`src/logic/cpmsl_pkg.sv`:
```
/*
 * Package for the direct-control and supply-mode logic: channel count,
 * default input mappings, reset values and hold-time figures.
 * Assumes a 20 MHz core clock.
 */
package cpmsl_pkg;
   localparam int          CPMSL_CHANNELS      = 8;
   localparam int          CPMSL_CLK_HZ        = 20_000_000;
   // Default mapping: input a drives channel 2, input b channel 3
   localparam logic [7:0]  CPMSL_MAP_A_DEFAULT = 8'h04;
   localparam logic [7:0]  CPMSL_MAP_B_DEFAULT = 8'h08;
   localparam logic [7:0]  CPMSL_OUT_DEFAULT   = 8'h00;
   localparam logic [7:0]  CPMSL_PWM_MAP_DEFAULT = 8'h00;
   // Mode-pin hold times in microseconds (values are plain defaults)
   localparam int          CPMSL_SLEEP_ENTRY_HOLD_US = 10;
   localparam int          CPMSL_SLEEP_EXIT_HOLD_US  = 10;
   localparam int          CPMSL_SLEEP_ENTRY_CYC =
      (CPMSL_SLEEP_ENTRY_HOLD_US * (CPMSL_CLK_HZ / 1_000_000));
   localparam int          CPMSL_SLEEP_EXIT_CYC =
      (CPMSL_SLEEP_EXIT_HOLD_US * (CPMSL_CLK_HZ / 1_000_000));

   typedef enum logic [1:0] {
      CPMSL_MODE_NORMAL = 2'b00,
      CPMSL_MODE_SLEEP  = 2'b01,
      CPMSL_MODE_LIMP   = 2'b10
   } cpmsl_mode_t;
endpackage : cpmsl_pkg

```
`src/logic/cpmsl_ctrl.sv`:
```
/*
 * Direct-control and supply-mode logic of an eight-channel driver:
 * input mapping, channel OR, mode selection, supply gating.
 * Assumes the serial engine writes registers through the write port and
 * that undervoltage flags arrive from analog comparators on pins.
 */
// Summary of operation
// - After reset input a drives channel 2, input b channel 3.
// - Two mapping registers let each input drive other channel sets.
// - Channel drive is OR of output register, PWM map, input map.
// - Input level monitor shows present level of each input pin.
// - Input level monitor keeps tracking while in limp-home mode.
// - Sleep pin low and any input high: limp-home, default mapping.
// - Sleep pin low and both inputs low: sleep mode.
// - While sleep pin low, serial registers held at defaults.
// - Sleep mode disables both undervoltage detectors.
// - Sleep mode refuses serial access, serial output stays off.
// - Both supplies undervoltage: no channels, no serial, registers reset.
// - Digital undervoltage: serial blocked, registers back to defaults.
// - Analog undervoltage disables channels; re-enable at operating level.
// - Between thresholds, channels already on keep their state.
// - Between thresholds, switching on an off channel is refused.
// - Analog supply at or below 3.0 V: no channel control.
`timescale 1ns/1ps
`default_nettype none
module cpmsl_ctrl
   import cpmsl_pkg::*;
#(
   parameter int CH = CPMSL_CHANNELS
) (
   input  wire logic          i_clk,
   input  wire logic          i_rst,
   input  wire logic          i_ce,
   input  wire logic          i_direct_input_a,
   input  wire logic          i_direct_input_b,
   input  wire logic          i_sleep_req_n,
   input  wire logic          i_chip_select_n,
   input  wire logic          i_spi_so_data,
   input  wire logic          i_vdd_uv,
   input  wire logic          i_vs_uv,
   input  wire logic          i_vs_below_op,
   input  wire logic [1:0]    i_pwm,
   input  wire logic          i_wr_en,
   input  wire logic [1:0]    i_wr_sel,
   input  wire logic [CH-1:0] i_wr_data,
   output logic      [CH-1:0] o_channel_drive,
   output logic      [1:0]    o_input_level_monitor,
   output logic      [CH-1:0] o_input_a_channel_map,
   output logic      [CH-1:0] o_input_b_channel_map,
   output logic      [CH-1:0] o_out_reg,
   output logic      [1:0]    o_mode,
   output logic               o_serial_enable,
   output logic               o_uv_detect_enable,
   output logic               o_so_out,
   output logic               o_so_oe_n
);
   // Default masks and mode tables are sized for eight channels only
   if (CH != 8) begin : g_bad_ch
      $error("cpmsl_ctrl: only eight channels supported");
   end

   localparam logic [1:0] SEL_OUT  = 2'h0;
   localparam logic [1:0] SEL_MAPA = 2'h1;
   localparam logic [1:0] SEL_MAPB = 2'h2;
   localparam logic [1:0] SEL_PWMM = 2'h3;

   logic [3:0]     pins_s;
   logic           in_a;
   logic           in_b;
   logic           sleep_n;
   logic           vdd_uv;
   logic           vs_uv;
   logic           vs_low;
   logic [CH-1:0]  map_a_reg;
   logic [CH-1:0]  map_b_reg;
   logic [CH-1:0]  out_reg;
   logic [CH-1:0]  pwm_map_reg;
   logic [CH-1:0]  drive_reg;
   logic [CH-1:0]  drive_next;
   logic [CH-1:0]  req;
   logic [1:0]     mon_reg;
   cpmsl_mode_t    mode_reg;
   cpmsl_mode_t    mode_next;
   logic           regs_hold;
   logic           serial_ok;
   logic           any_in;

   cpmsl_sync2 #(.W(4)) u_sync (
      .i_clk     (i_clk),
      .i_rst     (i_rst),
      .i_ce      (i_ce),
      .i_async   ({i_direct_input_a, i_direct_input_b, i_sleep_req_n,
                   i_chip_select_n}),
      .i_rst_val (4'h3),
      .o_sync    (pins_s)
   );

   // Supply flags also cross; a separate pair keeps the pin pair compact
   logic [2:0] uv_s;
   cpmsl_sync2 #(.W(3)) u_sync_uv (
      .i_clk     (i_clk),
      .i_rst     (i_rst),
      .i_ce      (i_ce),
      .i_async   ({i_vdd_uv, i_vs_uv, i_vs_below_op}),
      .i_rst_val (3'h0),
      .o_sync    (uv_s)
   );

   assign in_a    = pins_s[3];
   assign in_b    = pins_s[2];
   assign sleep_n = pins_s[1];
   assign any_in  = in_a | in_b;

   // Detectors are off in sleep, so their flags are ignored there
   assign vdd_uv  = uv_s[2] & o_uv_detect_enable;
   assign vs_uv   = uv_s[1] & o_uv_detect_enable;
   assign vs_low  = (uv_s[0] | uv_s[1]) & o_uv_detect_enable;

   always_comb begin
      if (sleep_n)
         mode_next = CPMSL_MODE_NORMAL;
      else if (any_in)
         mode_next = CPMSL_MODE_LIMP;
      else
         mode_next = CPMSL_MODE_SLEEP;
   end

   always_ff @(posedge i_clk) begin
      if (i_rst)
         mode_reg <= CPMSL_MODE_NORMAL;
      else if (i_ce)
         mode_reg <= mode_next;
   end

   // Register file held at defaults by sleep pin or digital undervoltage
   assign regs_hold = ~sleep_n | vdd_uv;
   assign serial_ok = (mode_reg == CPMSL_MODE_NORMAL) & ~vdd_uv;

   always_ff @(posedge i_clk) begin
      if (i_rst || (i_ce && regs_hold)) begin
         map_a_reg   <= CPMSL_MAP_A_DEFAULT;
         map_b_reg   <= CPMSL_MAP_B_DEFAULT;
         out_reg     <= CPMSL_OUT_DEFAULT;
         pwm_map_reg <= CPMSL_PWM_MAP_DEFAULT;
      end else if (i_ce && i_wr_en && serial_ok) begin
         unique case (i_wr_sel)
            SEL_OUT:  out_reg     <= i_wr_data;
            SEL_MAPA: map_a_reg   <= i_wr_data;
            SEL_MAPB: map_b_reg   <= i_wr_data;
            SEL_PWMM: pwm_map_reg <= i_wr_data;
         endcase
      end
   end

   // Monitor follows pins in every mode, limp-home included
   always_ff @(posedge i_clk) begin
      if (i_rst)
         mon_reg <= 2'h0;
      else if (i_ce)
         mon_reg <= {in_b, in_a};
   end

   always_comb begin
      if (mode_reg == CPMSL_MODE_LIMP)
         req = ({CH{in_a}} & CPMSL_MAP_A_DEFAULT)
             | ({CH{in_b}} & CPMSL_MAP_B_DEFAULT);
      else
         req = out_reg | ({CH{|i_pwm}} & pwm_map_reg)
             | ({CH{in_a}} & map_a_reg)
             | ({CH{in_b}} & map_b_reg);
      if (vs_uv || (vdd_uv && vs_uv))
         drive_next = '0;
      else if (vs_low)
         drive_next = req & drive_reg;
      else
         drive_next = req;
   end

   always_ff @(posedge i_clk) begin
      if (i_rst)
         drive_reg <= '0;
      else if (i_ce)
         drive_reg <= drive_next;
   end

   always_ff @(posedge i_clk) begin
      if (i_rst)
         o_so_out <= 1'b0;
      else if (i_ce)
         o_so_out <= i_spi_so_data;
   end

   assign o_channel_drive       = drive_reg;
   assign o_input_level_monitor = mon_reg;
   assign o_input_a_channel_map = map_a_reg;
   assign o_input_b_channel_map = map_b_reg;
   assign o_out_reg             = out_reg;
   assign o_mode                = mode_reg;
   assign o_serial_enable       = serial_ok;
   assign o_uv_detect_enable    = (mode_reg != CPMSL_MODE_SLEEP);
   // Serial output released unless selected and serial access allowed
   assign o_so_oe_n = ~(serial_ok & ~pins_s[0]);
endmodule : cpmsl_ctrl
`default_nettype wire

```
`src/logic/cpmsl_sync2.sv`:
```
/*
 * Two-flop synchroniser for a bus of pin levels.
 * Assumes the pins are asynchronous to i_clk.
 */
`timescale 1ns/1ps
`default_nettype none
module cpmsl_sync2 #(
   parameter int W = 1
) (
   input  wire logic         i_clk,
   input  wire logic         i_rst,
   input  wire logic         i_ce,
   input  wire logic [W-1:0] i_async,
   input  wire logic [W-1:0] i_rst_val,
   output logic      [W-1:0] o_sync
);
   logic [W-1:0] meta_reg;
   logic [W-1:0] sync_reg;

   always_ff @(posedge i_clk) begin
      if (i_rst) begin
         meta_reg <= i_rst_val;
         sync_reg <= i_rst_val;
      end else if (i_ce) begin
         meta_reg <= i_async;
         sync_reg <= meta_reg;
      end
   end

   // Both flops preload idle levels so no false mode follows reset
   assign o_sync = sync_reg;
endmodule : cpmsl_sync2
`default_nettype wire

```
`config.mk`:
```
export PLATFORM = sky130hd
export DESIGN_NAME = cpmsl_ctrl
export DESIGN_NICKNAME = d
export VERILOG_FILES = /design/src/logic/cpmsl_pkg.sv /design/src/logic/cpmsl_ctrl.sv /design/src/logic/cpmsl_sync2.sv
export SDC_FILE = /design/constraint.sdc
export NUM_CORES = 1
export LEC_CHECK = 0
export ABC_AREA = 1
export BUFFER_PORTS_ARGS = -buffer_cell sky130_fd_sc_hd__buf_2
export CAP_MARGIN = 15
export CORE_MARGIN = 8
export CORE_UTILIZATION = 53
export CTS_CLUSTER_SIZE = 20
export DETAILED_ROUTE_END_ITERATION = 8
export GPL_ROUTABILITY_DRIVEN = 0
export GPL_TIMING_DRIVEN = 0
export PLACE_DENSITY_LB_ADDON = 0.15
export SLEW_MARGIN = 40
export SYNTH_ARGS = -nofsm -noshare
export SYNTH_HDL_FRONTEND = slang
export SYNTH_SLANG_ARGS = --single-unit
```
`constraint.sdc`:
```
create_clock -name i_clk -period 2.82 [get_ports i_clk]
set_input_delay 0.141 -clock i_clk [delete_from_list [all_inputs] [get_ports i_clk]]
set_output_delay 0.141 -clock i_clk [all_outputs]
set_load 0.02 [all_outputs]
```
==> results.ini <==
[run_status]
status = completed

[yosys]
yosysTopAreaCell = dfxtp_1
yosysTopAreaCellShare_pct = 44.6
ys_types = 19
synth-warning-count = 0
yosys-top-cells-count = 95 x nand2_1, 83 x nor2_1, 59 x dfxtp_1
synthFlopType = dfxtp_1
avgSynthCellArea_sq_um = 6.84
yosys.cell_count.top_type = nand2_1
syn_area_sq_um = 2650
synth_nets = 411
ys_seq_area_share_pct = 44.6
async_flop_share_pct = 0
ys_ff_latch = 59
synthCells = 387
synth_area_leaders = dfxtp_1 45%, nand2_1 13%, nor2_1 12%
synth_enable_flop_cells = 0

[flow_run]
cap_violations = 0

[min_path]
hp-start = i_sleep_req_n
min_path_type = input port to flip-flop

[detailed_routing]
routed_wl_microns = 7000
ant_nets = 0
routed_via_density = 4.82
drtIter0Drc = 109
routedWlPerCell_microns = 13.1
drc = 0
num_vias = 2563
drtPass1Iterations = 4

[finish]
area_growth_pct = 21.1
fill_cells = 444
post-route-cell-area_sq_um = 3210
final_nets = 485
drive_gt1_share_pct = 21.7
diodes = 0

[critical_path]
worstPathMaxFanout = 3
slowest_stage = dfxtp_1
critPathLaunch = u_sync_uv.o_sync[2]$_SDFFE_PP0P_
critical_path_class = flip-flop to output pin
timing.critical_path.cells = nor2_2 -> nand2_1 -> or2_2 -> buf_2
start_kind = flip-flop
reg2reg_from = u_sync.o_sync[2]$_SDFFE_PP0P_
slowest_delay_ns = 0.37
cp_data_arrival_time_ns = 1.46
endpoint_kind = output pin
critPathTopFamily = simple AND/OR/NAND/NOR gates
critPathRequiredTime_ns = 2.68
crit_buf_inv = 1

[floorplanning]
num_io_pins = 64
start_util_pct = 55.3
die-area_sq_um = 7510
std_cell_rows = 25
placeableCoreArea_sq_um = 4790
fp.dieW_microns = 86.7
dieHeight_microns = 86.7

[sta]
hold_viol_final = 0
setup_viol = 0
maxSlewHeadroom_pct = 59.5
finalClockSkew_ns = 0.00654
whs_ns = 0.0191
min_period_ns = 1.60
rsz0062_at_grt = false
final.setup.worst_slack_ns = 1.22
final_max_slew_viol_count = 0
worst_pin_slew_ns = 0.607
min_period_over_period_pct = 56.6
tns_ns = 0
fmax_mhz = 626

[placed_design]
hpwl_microns = 5080
portBuffers = 63
dp_slack_ns = 1.50
postPlaceCellArea_sq_um = 3050

[grt]
gr-total-overflow = 0
grt_start_max_net_pins = 11
antenna_found_initial = 0
grt_pass1_vias = 2461
grt.total_usage_pct = 19.4
grt_pass1_wl_microns = 11500

[clock_network]
holdBufCountCts = 0
cts.sinks = 59
clockBufferDepth = 2
cts_tree = done
cts_buffers = 9
clkLatencyLatePin_ns = 0.33
postCtsSetupBuffers = 0
cts_resized = 0
root_buffer = clkbuf_8
path_clk_slew_ns = 0.07
ctsHtreeMaxLevel = 3

[power_and_ir_drop]
p_leak_nw = 1.54
max-vdd-ir-drop_v = 0.000319
powerDensity_nw_per_um2 = 566
total_power_mw = 1.82

==> layer usage <==
layer	vias up	share of wire, %	GRT usage, %
met5	-	0	0
met4	0	1.5	10.2
met3	11	7.8	5.01
met2	75	44	29.7
met1	1126	46	24.4
li1	1351	-	-
==> per-stage QoR <==
step	util (%)	std cells
detailed placement	63.6	517
floorplan	-	387
CTS	67.0	532
finish	67.0	532
global route	67.0	532
global placement	63.6	517
==> final cells by class <==
type | instances | area, sq um | share of cell area (%)
well taps | 67 | 83.8 | 2.62
repair buffers | 63 | 315 | 9.84
clock buffers | 12 | 145 | 4.53
clock inverters | 3 | 15.0 | 0.468
flip-flops and latches | 59 | 1180 | 36.8
plain buffers | 15 | 98.8 | 3.08
inverters | 39 | 146 | 4.57
multi-input cells | 274 | 1220 | 38.1
==> worst reg2reg max path, delay by kind of cell, from the launching register on <==
| family | cells | cell delay [ns] |
|---|---|---|
| AOI/OAI and AO/OA | 2 | 0.29 |
| buffers and inverters | 1 | 0.48 |
| DFF | 1 | 0.32 |
| and+or+nand+nor | 2 | 0.25 |
==> worst paths after layout <==
path	endpoint	slack, ns	cells after the start
setup / recovery	o_so_oe_n	1.22	4
hold / removal	u_sync.meta_reg[1]$_SDFFE_PP1P_	0.02	3
setup reg to reg	o_channel_drive[6]$_SDFFE_PP0P_	1.42	5
hold reg to reg	u_sync.meta_reg[0]$_SDFFE_PP1P_	0.47	2
==> where the power goes <==
group / total, mW / switching (mW) / internal (mW) / leakage (nW)
logic: 0.273 / 0.181 / 0.0924 / 0.973
clock network: 0.650 / 0.316 / 0.334 / 0.0860
registers: 0.892 / 0.0212 / 0.871 / 0.482
total: 1.82 / 0.519 / 1.30 / 1.54
==> kinds of logic (layout without fill, tap and decap cells) <==
logic type	Yosys count	after routing	share of synthesized area [%]
AOI/OAI and AO/OA	42	42	8.56
buffers and inverters	54	132	9.27
and+or+nand+nor	232	232	37.5
DFF	59	59	44.6
==> cells in the final DEF (no fill, tap or decap) <==
master / instances
nor2_2: 3
a21oi_1: 21
buf_6: 3
nor2_1: 83
and2_1: 1
buf_4: 4
nand4_4: 1
o21ai_0: 20
nor2_4: 5
or2_2: 1
buf_2: 67
inv_2: 2
clkbuf_8: 10
clkinv_2: 3
clkbuf_1: 6
a31oi_4: 1
nand3_1: 42
nand2_1: 95
inv_1: 37
nand2_2: 1
dfxtp_1: 59
No activity file was read; power rests on OpenSTA's default activity.
